`src/verilog/node_cfg_defs.vh`:
```
// constants of the node configuration register bank
//
// Overview of operation
// - Node registers are reached only by configuration read and write transactions sent to this node.
// - While bit 31 of the switch control word is one, every configuration write to this switch is refused.
// - While bit 8 of the switch control word is one, the PLL settings word cannot be updated.
// - Bit 0 of the switch control word set to one selects single-byte packet headers.
// - The switch control word resets to zero and its bits 30:9 and 7:1 are reserved.
// - The node identifier register holds a writable 16-bit ID in bits 15:0, reset zero, upper bits reserved.
// - Routing compares a destination against the node ID from the most significant bit downward.
// - Any accepted write to the PLL settings word resets the tile.
// - PLL settings hold output divider 25:23, feedback multiplier 20:8, input divider 6:0, rest read-only.
// - The PLL field reset values are chosen from the two boot-select pin levels.
// - The identity word shows sampled boot-select pins in 23:16 and a chip identifier in 31:24, all read-only.
// - The identity word shows switch revision in 15:8 and switch version in 7:0, read-only.
// - The description word shows link count 23:16, core count 15:8 and links per processor 7:0.
`ifndef NODE_CFG_DEFS_VH
`define NODE_CFG_DEFS_VH

// ----------------------------------------------------------------------------
// register numbers
// ----------------------------------------------------------------------------
`define OFF_IDENTITY     8'h00
`define OFF_DESCRIPTION  8'h01
`define OFF_CONTROL      8'h04
`define OFF_NODE_ID      8'h05
`define OFF_PLL          8'h06
`define OFF_SW_CLK_DIV   8'h07
`define OFF_REF_CLK_DIV  8'h08
`define OFF_DIR_LOW      8'h0C
`define OFF_DIR_HIGH     8'h0D
`define OFF_DEBUG_PIN    8'h10
`define OFF_DEBUG_ORIGIN 8'h1F
`define OFF_LINK_BASE    8'h20
`define OFF_PLINK_BASE   8'h40
`define OFF_LINK_SETUP   8'h80
`define OFF_STATIC_LINK  8'hA0

// ----------------------------------------------------------------------------
// field positions
// ----------------------------------------------------------------------------
`define CTL_GLOBAL_LOCK  31
`define CTL_PLL_LOCK     8
`define CTL_HEADER_MODE  0
`define PLL_OD_MSB       25
`define PLL_OD_LSB       23
`define PLL_F_MSB        20
`define PLL_F_LSB        8
`define PLL_R_MSB        6
`define PLL_R_LSB        0
`define PLL_WRITE_MASK   32'h039FFF7F
`define LINK_WRITE_MASK  32'h00000F30
`define PLINK_WRITE_MASK 32'h00000030

// ----------------------------------------------------------------------------
// reset values
// ----------------------------------------------------------------------------
`define RST_CONTROL      32'h00000000
`define RST_NODE_ID      16'h0000
`define RST_SW_CLK_DIV   16'h0000
`define RST_REF_CLK_DIV  16'h0003
`define RST_DIRECTIONS   32'h00000000
`define RST_PLL_BOOT_SELECT_PIN_0    32'h00800100
`define RST_PLL_BOOT_SELECT_PIN_1    32'h00800200
`define RST_PLL_MODE2    32'h00800300
`define RST_PLL_MODE3    32'h00800400

`endif

```
`src/verilog/node_switch_config_regs.v`:
```
// node configuration register bank of the system packet switch
`include "node_cfg_defs.vh"

module node_switch_config_regs #(
  parameter [7:0] CHIP_ID          = 8'h5A,  // arbitrary value
  parameter [7:0] SWITCH_REVISION  = 8'h01,  // arbitrary value
  parameter [7:0] SWITCH_VERSION   = 8'h02,  // arbitrary value
  parameter [7:0] LINK_COUNT       = 8'h08,
  parameter [7:0] CORE_COUNT       = 8'h01,
  parameter [7:0] LINKS_PER_CORE   = 8'h04,
  parameter       LINK_REGS        = 8,
  parameter       PLINK_REGS       = 4
) (
  input  wire        mclk,
  input  wire        rst_n,
  input  wire        boot_select_pin_0,
  input  wire        boot_select_pin_1,
  input  wire        cfg_req,
  input  wire        cfg_write,
  input  wire [7:0]  cfg_addr,
  input  wire [31:0] cfg_wdata,
  output reg         cfg_ack,
  output reg         cfg_err,
  output reg  [31:0] cfg_rdata,
  input  wire        pkt_valid,
  input  wire [15:0] pkt_dest,
  output reg         route_valid,
  output reg         route_local,
  output reg  [3:0]  route_direction,
  input  wire        debug_from_pin,
  input  wire        debug_from_tile,
  output wire        header_mode_1byte,
  output wire [15:0] node_id,
  output wire [2:0]  pll_output_divider,
  output wire [12:0] pll_feedback_mult,
  output wire [6:0]  pll_input_divider,
  output reg         tile_reset,
  output wire [15:0] switch_clk_div,
  output wire [15:0] ref_clk_div,
  output wire        debug_pulldown_en,
  output wire        debug_dcall_en
);

  // ----------------------------------------------------------------------------
  // storage
  // ----------------------------------------------------------------------------
  reg  [31:0] control_r;
  reg  [15:0] node_id_r;
  reg  [31:0] pll_r;
  reg  [15:0] sw_clk_div_r;
  reg  [15:0] ref_clk_div_r;
  reg  [31:0] dir_low_r;
  reg  [31:0] dir_high_r;
  reg  [1:0]  debug_pin_r;
  reg  [1:0]  debug_origin_r;
  reg  [31:0] link_r   [0:LINK_REGS-1];
  reg  [31:0] plink_r  [0:PLINK_REGS-1];
  reg  [31:0] setup_r  [0:LINK_REGS-1];
  reg  [31:0] static_r [0:LINK_REGS-1];
  reg  [31:0] rdata_nxt;
  reg         known_nxt;

  wire [1:0]  boot_mode;
  wire        boot_mode_load;
  wire        route_local_nxt;
  wire [3:0]  route_direction_nxt;
  wire        wr_req;
  wire        global_lock;
  wire        wr_ok;
  wire        pll_wr;
  wire [2:0]  link_idx;
  wire [1:0]  plink_idx;

  integer     k;

  // ----------------------------------------------------------------------------
  // address decode helpers
  // ----------------------------------------------------------------------------
  // true when addr falls in an array window of n words starting at base
  function in_window;
    input [7:0] addr;
    input [7:0] base;
    input integer n;
    begin
      in_window = (addr >= base) && ({24'h0, addr} < ({24'h0, base} + n));
    end
  endfunction

  // reset value of the PLL word for a captured boot mode
  function [31:0] pll_reset_value;
    input [1:0] mode;
    begin
      case (mode)
        2'h0:    pll_reset_value = `RST_PLL_BOOT_SELECT_PIN_0;
        2'h1:    pll_reset_value = `RST_PLL_BOOT_SELECT_PIN_1;
        2'h2:    pll_reset_value = `RST_PLL_MODE2;
        default: pll_reset_value = `RST_PLL_MODE3;
      endcase
    end
  endfunction

  // ----------------------------------------------------------------------------
  // sub-blocks
  // ----------------------------------------------------------------------------
  boot_mode_sampler u_boot_mode (
    .mclk              (mclk),
    .rst_n             (rst_n),
    .boot_select_pin_0 (boot_select_pin_0),
    .boot_select_pin_1 (boot_select_pin_1),
    .boot_mode_r       (boot_mode),
    .boot_mode_load_r  (boot_mode_load)
  );

  route_direction_select #(
    .ID_W (16)
  ) u_route (
    .node_id    (node_id_r),
    .dest_id    (pkt_dest),
    .directions ({dir_high_r, dir_low_r}),
    .is_local   (route_local_nxt),
    .direction  (route_direction_nxt)
  );

  // ----------------------------------------------------------------------------
  // write qualification
  // ----------------------------------------------------------------------------
  assign wr_req      = cfg_req && cfg_write;
  assign global_lock = control_r[`CTL_GLOBAL_LOCK];
  assign wr_ok       = wr_req && !global_lock;
  // the PLL lock refuses only this word; the rest stays writable
  assign pll_wr      = wr_ok && (cfg_addr == `OFF_PLL) &&
                       !control_r[`CTL_PLL_LOCK];
  assign link_idx    = cfg_addr[2:0];
  assign plink_idx   = cfg_addr[1:0];

  // ----------------------------------------------------------------------------
  // scalar registers
  // ----------------------------------------------------------------------------
  // the global lock, once set, also guards its own word, so only reset clears it
  always @(posedge mclk) begin
    if (!rst_n) begin
      control_r     <= `RST_CONTROL;
      node_id_r     <= `RST_NODE_ID;
      sw_clk_div_r  <= `RST_SW_CLK_DIV;
      ref_clk_div_r <= `RST_REF_CLK_DIV;
      dir_low_r     <= `RST_DIRECTIONS;
      dir_high_r    <= `RST_DIRECTIONS;
      debug_pin_r   <= 2'h0;
    end else if (wr_ok) begin
      case (cfg_addr)
        `OFF_CONTROL: begin
          control_r <= 32'h0;
          control_r[`CTL_GLOBAL_LOCK] <= cfg_wdata[`CTL_GLOBAL_LOCK];
          control_r[`CTL_PLL_LOCK]    <= cfg_wdata[`CTL_PLL_LOCK];
          control_r[`CTL_HEADER_MODE] <= cfg_wdata[`CTL_HEADER_MODE];
        end
        `OFF_NODE_ID:     node_id_r     <= cfg_wdata[15:0];
        `OFF_SW_CLK_DIV:  sw_clk_div_r  <= cfg_wdata[15:0];
        `OFF_REF_CLK_DIV: ref_clk_div_r <= cfg_wdata[15:0];
        `OFF_DIR_LOW:     dir_low_r     <= cfg_wdata;
        `OFF_DIR_HIGH:    dir_high_r    <= cfg_wdata;
        `OFF_DEBUG_PIN:   debug_pin_r   <= cfg_wdata[1:0];
        default:          debug_pin_r   <= debug_pin_r;
      endcase
    end
  end

  // ----------------------------------------------------------------------------
  // PLL settings word and tile reset
  // ----------------------------------------------------------------------------
  // boot-mode load waits for the synchroniser, so a write cannot race it in
  // practice; a write in the same cycle still wins as the newer value
  always @(posedge mclk) begin
    if (!rst_n) begin
      pll_r      <= `RST_PLL_BOOT_SELECT_PIN_0;
      tile_reset <= 1'b0;
    end else begin
      tile_reset <= pll_wr;
      if (pll_wr) begin
        pll_r <= cfg_wdata & `PLL_WRITE_MASK;
      end else if (boot_mode_load) begin
        pll_r <= pll_reset_value(boot_mode);
      end
    end
  end

  // ----------------------------------------------------------------------------
  // debug source: hardware records the latest event, software cannot write
  // ----------------------------------------------------------------------------
  always @(posedge mclk) begin
    if (!rst_n) begin
      debug_origin_r <= 2'h0;
    end else if (debug_from_pin || debug_from_tile) begin
      debug_origin_r <= {debug_from_pin, debug_from_tile};
    end
  end

  // ----------------------------------------------------------------------------
  // link register arrays, only their writable fields are stored
  // ----------------------------------------------------------------------------
  always @(posedge mclk) begin
    if (!rst_n) begin
      for (k = 0; k < LINK_REGS; k = k + 1) begin
        link_r[k]   <= 32'h0;
        setup_r[k]  <= 32'h0;
        static_r[k] <= 32'h0;
      end
      for (k = 0; k < PLINK_REGS; k = k + 1) begin
        plink_r[k] <= 32'h0;
      end
    end else if (wr_ok) begin
      if (in_window(cfg_addr, `OFF_LINK_BASE, LINK_REGS)) begin
        link_r[link_idx] <= cfg_wdata & `LINK_WRITE_MASK;
      end
      if (in_window(cfg_addr, `OFF_PLINK_BASE, PLINK_REGS)) begin
        plink_r[plink_idx] <= cfg_wdata & `PLINK_WRITE_MASK;
      end
      if (in_window(cfg_addr, `OFF_LINK_SETUP, LINK_REGS)) begin
        setup_r[link_idx] <= cfg_wdata;
      end
      if (in_window(cfg_addr, `OFF_STATIC_LINK, LINK_REGS)) begin
        static_r[link_idx] <= cfg_wdata;
      end
    end
  end

  // ----------------------------------------------------------------------------
  // read mux
  // ----------------------------------------------------------------------------
  always @* begin
    rdata_nxt = 32'h0;
    known_nxt = 1'b1;
    case (cfg_addr)
      `OFF_IDENTITY:     rdata_nxt = {CHIP_ID, 6'h0, boot_mode,
                                      SWITCH_REVISION, SWITCH_VERSION};
      `OFF_DESCRIPTION:  rdata_nxt = {8'h0, LINK_COUNT, CORE_COUNT,
                                      LINKS_PER_CORE};
      `OFF_CONTROL:      rdata_nxt = control_r;
      `OFF_NODE_ID:      rdata_nxt = {16'h0, node_id_r};
      `OFF_PLL:          rdata_nxt = pll_r;
      `OFF_SW_CLK_DIV:   rdata_nxt = {16'h0, sw_clk_div_r};
      `OFF_REF_CLK_DIV:  rdata_nxt = {16'h0, ref_clk_div_r};
      `OFF_DIR_LOW:      rdata_nxt = dir_low_r;
      `OFF_DIR_HIGH:     rdata_nxt = dir_high_r;
      `OFF_DEBUG_PIN:    rdata_nxt = {30'h0, debug_pin_r};
      `OFF_DEBUG_ORIGIN: rdata_nxt = {27'h0, debug_origin_r[1], 3'h0,
                                      debug_origin_r[0]};
      default: begin
        if (in_window(cfg_addr, `OFF_LINK_BASE, LINK_REGS)) begin
          rdata_nxt = link_r[link_idx];
        end else if (in_window(cfg_addr, `OFF_PLINK_BASE, PLINK_REGS)) begin
          rdata_nxt = plink_r[plink_idx];
        end else if (in_window(cfg_addr, `OFF_LINK_SETUP, LINK_REGS)) begin
          rdata_nxt = setup_r[link_idx];
        end else if (in_window(cfg_addr, `OFF_STATIC_LINK, LINK_REGS)) begin
          rdata_nxt = static_r[link_idx];
        end else begin
          known_nxt = 1'b0;
        end
      end
    endcase
  end

  // ----------------------------------------------------------------------------
  // transaction answer, one cycle after the request
  // ----------------------------------------------------------------------------
  // refused writes answer with an error so the requester can tell they failed
  always @(posedge mclk) begin
    if (!rst_n) begin
      cfg_ack   <= 1'b0;
      cfg_err   <= 1'b0;
      cfg_rdata <= 32'h0;
    end else begin
      cfg_ack <= cfg_req;
      cfg_err <= cfg_req && (!known_nxt || (cfg_write && (global_lock ||
                 ((cfg_addr == `OFF_PLL) && control_r[`CTL_PLL_LOCK]))));
      if (cfg_req && !cfg_write) begin
        cfg_rdata <= rdata_nxt;
      end
    end
  end

  // ----------------------------------------------------------------------------
  // registered routing decision
  // ----------------------------------------------------------------------------
  always @(posedge mclk) begin
    if (!rst_n) begin
      route_valid     <= 1'b0;
      route_local     <= 1'b0;
      route_direction <= 4'h0;
    end else begin
      route_valid <= pkt_valid;
      if (pkt_valid) begin
        route_local     <= route_local_nxt;
        route_direction <= route_direction_nxt;
      end
    end
  end

  // ----------------------------------------------------------------------------
  // control outputs
  // ----------------------------------------------------------------------------
  // header mode must match on all nodes; this node cannot check that
  assign header_mode_1byte  = control_r[`CTL_HEADER_MODE];
  assign node_id            = node_id_r;
  assign pll_output_divider = pll_r[`PLL_OD_MSB:`PLL_OD_LSB];
  assign pll_feedback_mult  = pll_r[`PLL_F_MSB:`PLL_F_LSB];
  assign pll_input_divider  = pll_r[`PLL_R_MSB:`PLL_R_LSB];
  assign switch_clk_div     = sw_clk_div_r;
  assign ref_clk_div        = ref_clk_div_r;
  assign debug_pulldown_en  = debug_pin_r[0];
  assign debug_dcall_en     = debug_pin_r[1];

endmodule // node_switch_config_regs

```
`src/verilog/boot_mode_sampler.v`:
```
// boot-select pin synchroniser and capture at reset release
`include "node_cfg_defs.vh"

module boot_mode_sampler (
  input  wire       mclk,
  input  wire       rst_n,
  input  wire       boot_select_pin_0,
  input  wire       boot_select_pin_1,
  output reg  [1:0] boot_mode_r,
  output reg        boot_mode_load_r
);

  reg [1:0] pin_meta_r;
  reg [1:0] pin_sync_r;
  reg       captured_r;

  // ----------------------------------------------------------------------------
  // two-flop synchroniser, pins are asynchronous to mclk
  // ----------------------------------------------------------------------------
  always @(posedge mclk) begin
    pin_meta_r <= {boot_select_pin_1, boot_select_pin_0};
    pin_sync_r <= pin_meta_r;
  end

  // capture once after reset; later pin changes are ignored until next reset
  always @(posedge mclk) begin
    if (!rst_n) begin
      boot_mode_r      <= 2'h0;
      boot_mode_load_r <= 1'b0;
      captured_r       <= 1'b0;
    end else begin
      boot_mode_load_r <= 1'b0;
      if (!captured_r) begin
        boot_mode_r      <= pin_sync_r;
        boot_mode_load_r <= 1'b1;
        captured_r       <= 1'b1;
      end
    end
  end

endmodule // boot_mode_sampler

```
`src/verilog/route_direction_select.v`:
```
// most-significant-mismatch direction lookup against the node ID
module route_direction_select #(
  parameter ID_W = 16
) (
  input  wire [ID_W-1:0]   node_id,
  input  wire [ID_W-1:0]   dest_id,
  input  wire [4*ID_W-1:0] directions,
  output reg               is_local,
  output reg  [3:0]        direction
);

  integer   i;
  reg       found;

  // ----------------------------------------------------------------------------
  // scan from msb down; first mismatching bit picks the direction
  // ----------------------------------------------------------------------------
  always @* begin
    found     = 1'b0;
    direction = 4'h0;
    for (i = ID_W - 1; i >= 0; i = i - 1) begin
      if (!found && (node_id[i] != dest_id[i])) begin
        found     = 1'b1;
        direction = directions[4*i +: 4];
      end
    end
    is_local = !found;
  end

endmodule // route_direction_select

```
`config.mk`:
```
export PLATFORM = sky130hd
export DESIGN_NAME = node_switch_config_regs
export DESIGN_NICKNAME = d
export VERILOG_FILES = /design/src/verilog/node_switch_config_regs.v /design/src/verilog/boot_mode_sampler.v /design/src/verilog/route_direction_select.v
export VERILOG_INCLUDE_DIRS = /design/src /design/src/verilog
export SDC_FILE = /design/constraint.sdc
export NUM_CORES = 1
export LEC_CHECK = 0
export BUFFER_PORTS_ARGS = -buffer_cell sky130_fd_sc_hd__buf_2
export CAP_MARGIN = 20
export CORE_MARGIN = 2
export CORE_UTILIZATION = 50
export CTS_BUF_LIST = sky130_fd_sc_hd__clkbuf_2
export CTS_CLUSTER_SIZE = 10
export DETAILED_ROUTE_END_ITERATION = 8
export HOLD_SLACK_MARGIN = 0.03
export PLACE_DENSITY_LB_ADDON = 0.05
export SLEW_MARGIN = 20
export SYNTH_ARGS = -nofsm -noshare
export SYNTH_HDL_FRONTEND = slang
export SYNTH_SLANG_ARGS = --single-unit
export TNS_END_PERCENT = 5
```
`constraint.sdc`:
```
create_clock -name mclk -period 5.6 [get_ports mclk]
set_input_delay 1.12 -clock mclk [delete_from_list [all_inputs] [get_ports mclk]]
set_output_delay 1.12 -clock mclk [all_outputs]
set_load 0.02 [all_outputs]
```
Word level (Yosys, flattened, before mapping)
Memories as Yosys holds them, arrays and structs flattened.
Cells that the tools add are included.
Word-level totals
  input bits: 65
  memory bits (writable): 568
  logic and storage cells: 204
  register bits: 192
  memories kept: 4
Cells by class
  reduce and logical (&&, ||, !) cells: 66
  muxes and demuxes: 75
  order comparisons: 8
  bitwise operators: 1
  equality and inequality tests: 28
Memory list
  setup_r: words 8, width 32, read ports 1, clocked after Yosys merged registers in 0, write ports 8, RTL line node_switch_config_regs.v:58  | reg [31:0] setup_r [0:LINK_REGS-1];
  static_r: words 8, width 32, read ports 1, clocked after Yosys merged registers in 0, write ports 8, RTL line node_switch_config_regs.v:59  | reg [31:0] static_r [0:LINK_REGS-1];
  link_r: words 8, width 6, read ports 1, clocked after Yosys merged registers in 0, write ports 8, RTL line node_switch_config_regs.v:56  | reg [31:0] link_r [0:LINK_REGS-1];
  plink_r: words 4, width 2, read ports 1, clocked after Yosys merged registers in 0, write ports 4, RTL line node_switch_config_regs.v:57  | reg [31:0] plink_r [0:PLINK_REGS-1];
Operator list (count)
  $pmux 32 s11: 1
  $mux 32: 6
  $mux 4: 16
  $reduce_or 32->1: 2
  $mux 26: 2
  $mux 1: 43
  $pmux 11 s3: 1
  $eq 8x3->1 const B: 4
  $logic_and 1x1->1: 27
  $eq 8x4->1 const B: 3
  $logic_not 1->1: 20
  $eq 8x5->1 const B: 2
  $ge 8x8->1 const B: 2
  $lt 8x8->1 const B: 2
  $ne 1x1->1: 16
  $reduce_and 2->1: 7
  $reduce_or 11->1: 1
  $mux 3: 3
  $eq 8x1->1 const B: 1
  $ge 8x6->1 const B: 1
  $ge 8x7->1 const B: 1
  $logic_not 8->1: 1
  $lt 8x6->1 const B: 1
  $lt 8x7->1 const B: 1
  other kinds (10): 14

Depth between registers and ports, before layout
Gate-level depths: netlist (run 1).
  word-level depth: 48
  gate-level depth with buffers: 10

Modules after synthesis
Synthesis (run 1) repeated with hierarchy kept, for this count alone.
Unflattened totals
  cells, all modules: 2770
  area total of the unflattened synthesis: 35266.3 um^2
By module, submodules not included
  node_switch_config_regs: instances 1, cells each 2610, area each 33995.1 um^2
  route_direction_select: instances 1, cells each 147, area each 1069.8 um^2
  boot_mode_sampler: instances 1, cells each 13, area each 201.4 um^2

Worst setup path after synthesis (run 1)
No wires, ideal clock.
  path kind: input-to-reg
  from: input port cfg_addr[3]
  to: memory static_r[4][0] (enable)
  cell stages on the path: 8
  path buffers: 3
  setup time: 0.466 ns
  arrival: 4.553 ns
  required time: 5.134 ns
  slack: 0.581 ns
  cell sequence: buf_4 -> nor2_1 -> nand2_1 -> nor2_1 -> nand2_1 -> clkbuf_1 -> clkbuf_1 -> o21ai_0
RTL lines
  start, declared: RTL line node_switch_config_regs.v:20  | input wire [7:0] cfg_addr,
  end, declared: RTL line node_switch_config_regs.v:59

Worst setup path after layout (run 1)
  from: register node_id_r[8] (netlist: node_id[8])
  to: output port node_id[8]
RTL lines
  start, declared: RTL line node_switch_config_regs.v:48  | reg [15:0] node_id_r;
  start signal, assigned: RTL line node_switch_config_regs.v:143  | node_id_r <= `RST_NODE_ID;
  start signal, assigned: RTL line node_switch_config_regs.v:157  | `OFF_NODE_ID: node_id_r <= cfg_wdata[15:0];
  end, declared: RTL line node_switch_config_regs.v:33  | output wire [15:0] node_id,
No word-level cell between the ends.

==> results by group, run 1 <==
Critical path
  • CP required: around 4500 ps
  • Buf/Inv on CP: 1
  • Crit. End Element: output port
  • Critical-path top delay cell: dfxtp_1
  • Worst path top cell family by delay: flip-flops
  • Crit-path cells: buf_2
  • Delay of the slowest cell on the worst path: ~660 ps
  • Crit Path Class: register to output port
  • Worst path arrival time: 2350 ps
  • Flop2flop setup slack: ~2400 ps
  • Crit Path Max Fanout: 5
  • Setup crit start kind: register

Clock network
  • CTS tree: yes
  • Total CTS buffers: ~200
  • Worst-path clk slew: 110 ps
  • Root Driver: clkbuf_2
  • H-tree depth: 4
  • Max clock buf depth: 3
  • Post-CTS sizing: 0
  • Clock Latency Late Sink: approximately 1400 ps
  • Clock sinks: between 700 and 800

GRT
  • Pin count of the biggest net entering global routing: 93
  • First-pass GRT wire length: ~160000 um
  • Total track usage: between 30% and 40%
  • Vias in the first global route: approximately 24000
  • Initial antenna violation count: 6
  • Gr ovfl total: 0

Power and ir drop
  • Worst IR Drop VDD: between 150 and 200 uV
  • Combinational power share: under 10%
  • Power Total: 11.1 mW
  • Switching power summed over all nets: 2.95 mW
  • Switching Share: 26.6%
  • Reg power frac: a little under three fifths
  • Pwr dens: between 200 and 300 nW/um^2
  • Clock share of power: between 30% and 40%
  • Leakage power: 14.1 nW
  • Int Pwr: 8.16 mW

Timing
  • # setup viols final: 0
  • Final-report hold violation count: 0
  • Crit path time final: roughly 3500 ps
  • Tightest Pin Transition: approximately 1100 ps
  • Fmax: about 290 MHz
  • Skew final: 98.7 ps
  • Total negative slack: 0 ps
  • Final slew viol count: 0
  • Fin crit share: 62.0%
  • RSZ-0062 raised after global routing: no
  • Max_slew headroom: approximately a quarter

Synthesis
  • Post-Syn Instances: 2744
  • Post-synth cell types: 80
  • XOR/XNOR share of the synthesized area: less than 1%
  • Ys async rst share: 0%
  • Compound-Gate Fraction of Synth Area: under 10%
  • Mapped Area: 34700 um^2
  • Largest family of logic cells by synthesized area: simple AND/OR/NAND/NOR gates
  • EDFF count, synth: 568
  • Seq cells post-synth: between 700 and 800
  • Mux cell area share after synthesis: ~11%
  • Post-synthesis adder-cell area fraction: less than 1%
  • YS warnings: 0
  • Ys flop type: edfxtp_1
  • Synthesized area per cell: ~13 um^2
  • Post-Synth Simple-Gate Area: around 17%
  • Sequential-to-total area share from yosys stat: approximately 60%
  • Synthesized net count: roughly 2800

Floorplanning
  • # IOs: 180
  • Die W: approximately 270 um
  • Initial Util: around 50%
  • Die H: between 200 and 300 um
  • Full die area: slightly above 70000 um^2
  • # rows: 96
  • Core area: 68700 um^2

Layout
  • Area Overhead vs Synth: 11.0%
  • Layout Nets: 3035
  • Most common cell after layout, fill and taps aside: edfxtp_1
  • Commonest cells after routing, fill and taps aside: edfxtp_1 (568), and2_1 (547), nand2_1 (340), clkbuf_2 (303), dfxtp_1 (191)
  • Layout cells sized above 1: between 20% and 30%
  • Layout filler cell count: around 5900

Placed design
  • GP Congestion: 0.946
  • Dpl hpwl: between 70000 and 80000 um
  • I/O Buffers: approximately 180

Detailed routing
  • Final ANT Viol Nets: 0
  • Drt first pass iters: 5
  • Routed WL per cell: between 20 and 30 um
  • Via count: ~24000
  • Initial drt markers: 2590
  • Final routed DRC violation total: 0
  • Routed wire length: 110000 um
  • Mean number of vias per cell: 5.93

Run status
  • Outcome: completed

Run
  • Max-cap violations: 0

Hold path
  • Min-Delay Path Class: input port to register
-- path summary, 6_finish.rpt --
check	start	to	cells after the start
max reg2reg	control_r[31]	static_r[2][21]	7
min reg2reg	u_boot_mode.pin_meta_r[1]	u_boot_mode.pin_sync_r[1]	0
min	cfg_wdata[0]	switch_clk_div[0]	3
max	node_id[8]	node_id[8]	1
-- cell families after synthesis --
kind of cell,count (synthesis)
simple gates,1101
flops,759
compound gates,397
buf+inv,260
mux,202
xor+xnor,22
fa+ha+maj,3
-- registers in the layout, indices dropped and copies added (netlist names), 8 cells and up --
signal          cells
setup_r           256
static_r          256
link_r             48
cfg_rdata          32
dir_high_r         32
dir_low_r          32
pll_r              23
node_id            16
ref_clk_div        16
switch_clk_div     16
plink_r             8
-- stage by stage --
step	util, %	instances	setup slack, ps	hold slack [ps]	cell area [um^2]
2_1_floorplan	-	2744	581	310	34700
3_3_place_gp	52.9	3666	1170	311	36400
3_5_place_dp	53.0	3667	1140	314	36400
4_1_cts	56.0	4042	2030	34.7	38500
5_1_grt	56.0	4044	2090	130	38500
6_report	56.1	4048	2130	184	38500
-- layout make-up --
type,instances,area [um^2],area share [%]
Antenna cell,5,12.5,0.0325
Clock buffer,303,1520,3.94
Clock inverter,42,284,0.737
Inverter,13,52.6,0.136
Multi-Input combinational cell,1725,12800,33.3
Sequential cell,759,20900,54.2
Tap cell,931,1160,3.02
Timing Repair Buffer,270,1780,4.63
-- per-layer routing --
| metal | up-vias | part of all wire, % | GRT usage [%] |
|---|---|---|---|
| li1 | 10500 | - | - |
| met1 | 12200 | 41 | 41.9 |
| met2 | 1103 | 47 | 48.9 |
| met3 | 194 | 8.3 | 6.81 |
| met4 | 2 | 3.7 | 12.3 |
| met5 | - | 0.012 | 0 |
-- worst reg2reg max path: cells and delay by family (launching register included) --
| kind | cells | cell delay (ps) |
|---|---|---|
| buffers and inverters | 2 | 620 |
| flip-flops | 1 | 370 |
| AND/OR/NAND/NOR | 5 | 1730 |
-- power groups by stage --
stage	registers (mW)	logic [mW]	clock network, mW
after floorplan	6.44	0.519	0
after global placement	6.44	0.843	0
after detailed placement	6.45	0.851	0
after CTS	6.33	0.871	3.99
after global routing	6.35	0.921	4.28
final	6.33	0.872	3.91
-- cell usage after synthesis (8+ instances only) --
master / number / area, um^2
a22oi_1: 34 / 255
nand2_1: 340 / 1280
inv_1: 11 / 41.3
o221ai_1: 13 / 114
edfxtp_1: 568 / 17100
xnor2_1: 8 / 70.1
dfxtp_1: 191 / 3820
mux4_2: 139 / 3130
a31oi_1: 9 / 56.3
buf_4: 14 / 105
clkbuf_1: 162 / 608
a22o_1: 23 / 201
o22ai_1: 14 / 87.6
o21ai_0: 55 / 275
nand2b_1: 15 / 93.8
a21oi_1: 161 / 806
buf_6: 14 / 158
xor2_1: 13 / 114
nor4_1: 18 / 113
a221oi_1: 17 / 149
nor2b_1: 11 / 68.8
buf_2: 48 / 240
mux2_2: 17 / 191
nor2_1: 72 / 270
and2_1: 547 / 3420
nand3_1: 14 / 70.1
a211oi_1: 8 / 60.1
o221a_2: 10 / 113
mux2i_1: 44 / 440
nor3_1: 37 / 185
-- timing repair --
item | 4_1_cts | 5_1_grt
buffers inserted | 0 | 0
hold buffers | 30 | 0
hold endpoints to repair | 58 | 0
Power figures use the tool's default switching activity.
==> run 2: changes to the inputs <==
==> constraint.sdc (replaced) <==
create_clock -name mclk -period 3.41 [get_ports mclk]
set_input_delay 0.682 -clock mclk [delete_from_list [all_inputs] [get_ports mclk]]
set_output_delay 0.682 -clock mclk [all_outputs]
set_load 0.02 [all_outputs]
==> run 2 against run 1 <==
  * Utilization up 2.0 points
  * Clock skew down 12 ps
  * Sequential power up 64%
  * Cell area up 3.6%
  * Largest power group unchanged
  * Register-to-register slack worse by 2100 ps
  * Combinational power up 80%
==> results by group, run 2 (synthesis results as in run 1) <==
Clock network
  • Total CTS buffers: 196 (was 198)
  • Post-CTS setup buffer count: 0 (unchanged)
  • Clock Latency Late Sink: 1450 ps (was 1410 ps)
  • Worst-path clk slew: 110 ps (about the same)
  • Max clock buf depth: 3 (unchanged)
  • Root Driver: clkbuf_2 (unchanged)
  • Clock sinks: 759 (unchanged)
  • H-tree depth: 4 (unchanged)
  • CTS tree: yes (unchanged)
  • Post-CTS sizing: 0 (unchanged)

Critical path
  • Crit-path cells: xor2_1 -> nor3_1 -> nand4_1 -> o22ai_1 -> o21ai_0 -> dlygate4sd3_1 -> a32o_1 (was buf_2)
  • Crit. End Element: register (was output port)
  • Setup crit start kind: register (unchanged)
  • Worst path top cell family by delay: simple AND/OR/NAND/NOR gates (was flip-flops)
  • CP required: 4730 ps (was 4480 ps)
  • Worst path arrival time: 4380 ps (was 2350 ps)
  • Crit Path Class: register to register (was register to output port)
  • Buf/Inv on CP: 1 (unchanged)
  • Crit Path Max Fanout: 13 (was 5)
  • Delay of the slowest cell on the worst path: 560 ps (was 660 ps)
  • Critical-path top delay cell: dlygate4sd3_1 (was dfxtp_1)

Layout
  • Most common cell after layout, fill and taps aside: edfxtp_1 (unchanged)
  • Fin util: 58.1% (was 56.1%)
  • Layout Nets: 3169 (was 3035)
  • Commonest cells after routing, fill and taps aside: edfxtp_1 (568), and2_1 (547), nand2_1 (340), clkbuf_2 (310), dfxtp_1 (191) (was edfxtp_1 (568), and2_1 (547), nand2_1 (340), clkbuf_2 (303), dfxtp_1 (191))
  • Layout cells sized above 1: 27.3% (was 25.5%)
  • Area Overhead vs Synth: 14.9% (was 11.0%)
  • Largest regs: setup_r (256), static_r (256), link_r (48) (unchanged)

GRT
  • Initial antenna violation count: 3 (was 6)
  • Vias in the first global route: 24600 (was 23600)
  • Total track usage: 31.1% (was 31.0%)
  • First-pass GRT wire length: 161000 um (was 160000 um)
  • Pin count of the biggest net entering global routing: 58 (was 93)
  • Gr ovfl total: 0 (unchanged)

Timing
  • # setup viols final: 0 (unchanged)
  • Fmax: 327 MHz
  • Fin crit share: about 90%
  • Crit path time final: 3060 ps
  • Final-report hold violation count: 0 (unchanged)
  • Final slew viol count: 0 (unchanged)
  • Max_slew headroom: 38.9% (was 26.0%)
  • Skew final: 86.9 ps (was 98.7 ps)
  • Tightest Pin Transition: 916 ps (was 1080 ps)
  • RSZ-0062 raised after global routing: no (unchanged)
  • PnR worst setup slack: 349 ps (was 2130 ps)
  • Final Hold Slack: 179 ps (was 184 ps)

Detailed routing
  • Initial drt markers: 2396 (was 2590)
  • Final ANT Viol Nets: 0 (unchanged)
  • Routed wire length: 110000 um (about the same)
  • Mean number of vias per cell: 5.85 (was 5.93)
  • Routed WL per cell: 26.3 um (was 27.1 um)
  • Final routed DRC violation total: 0 (unchanged)
  • Via count: 24500 (was 24000)
  • Drt first pass iters: 6 (was 5)

Power and ir drop
  • Switching power summed over all nets: 4.88 mW (was 2.95 mW)
  • Reg power frac: 56.5% (was 56.9%)
  • Switching Share: 26.6% (about the same)
  • Worst IR Drop VDD: 247 uV (was 169 uV)
  • Pwr dens: 460 nW/um^2 (was 288 nW/um^2)
  • Combinational power share: 8.5% (was 7.8%)
  • Clock share of power: 34.9% (was 35.2%)
  • Power Total: 18.4 mW (was 11.1 mW)
  • Leakage power: 14.8 nW (was 14.1 nW)
  • Int Pwr: 13.5 mW (was 8.16 mW)

Placed design
  • GP Congestion: 0.948 (was 0.946)
  • I/O Buffers: 179 (unchanged)
  • Pre-CTS setup slack: 412 ps (was 1140 ps)
  • Dpl hpwl: 72700 um (was 70700 um)

Floorplanning
  • # IOs: 180 (unchanged)
  • Initial Util: 50.5% (unchanged)
  • Full die area: 71500 um^2 (unchanged)
  • Die H: 267 um (unchanged)
  • # rows: 96 (unchanged)
  • Die W: 267 um (unchanged)
  • Core area: 68700 um^2 (unchanged)

Run
  • Max-cap violations: 0 (unchanged)

Hold path
  • Min-Delay Path Class: input port to register (unchanged)

Run status
  • Outcome: completed (unchanged)
## run 2: layer usage
layer / GRT usage, % / share of wire (%)
met5: 0 / 0
met4: 14.7 / 4.2
met3: 5.89 / 7.4
met2: 49.9 / 47
met1: 41.2 / 41
## run 2: worst min-delay path, delay by kind of cell
family,cells,cell delay [ps]
buf+inv,2,690
compound gates,1,50
simple gates,1,120
## run 2: power by group through the flow
stage | combinational, mW | sequential [mW] | clock, mW
finish | 1.57 | 10.4 | 6.42
global route | 1.65 | 10.4 | 7.00
CTS | 1.56 | 10.4 | 6.56
detailed placement | 1.49 | 10.6 | 0
global placement | 1.48 | 10.6 | 0
floorplan | 0.853 | 10.6 | 0
## run 2: path summary, 6_finish.rpt
kind | start | end | slack (ps) | cells past startpoint
worst min-delay path | pkt_valid | route_local | 180 | 4
worst max-delay path | node_id[6] | route_direction[3] | 350 | 7
worst max register to register | node_id[6] | route_direction[3] | 350 | 7
worst min register to register | u_boot_mode.pin_meta_r[1] | u_boot_mode.pin_sync_r[1] | 350 | 0
## run 2: repair_timing
action,CTS,global route
setup endpoints to repair,0,0
endpoints found under the hold margin,874,0
hold buffers,79,0
## run 2: through the flow
step | instances | area (um^2) | setup TNS [ps]
6_report | 4186 | 39900 | 0
5_1_grt | 4184 | 39900 | 0
4_1_cts | 4179 | 39900 | 0
3_5_place_dp | 3755 | 37300 | 0
3_3_place_gp | 3755 | 37300 | 0
2_1_floorplan | 2744 | 34700 | -87180
## run 2: area by class of cell
cell class / instances / area, um^2
clock buffers: 310 / 1550
flip-flops and latches: 759 / 20900
repair buffers: 406 / 3150
diodes: 7 / 17.5
clock inverters: 35 / 258
well taps: 931 / 1160
inverters: 13 / 52.6
multi-input cells: 1725 / 12800
fillers: 5690 / 28800
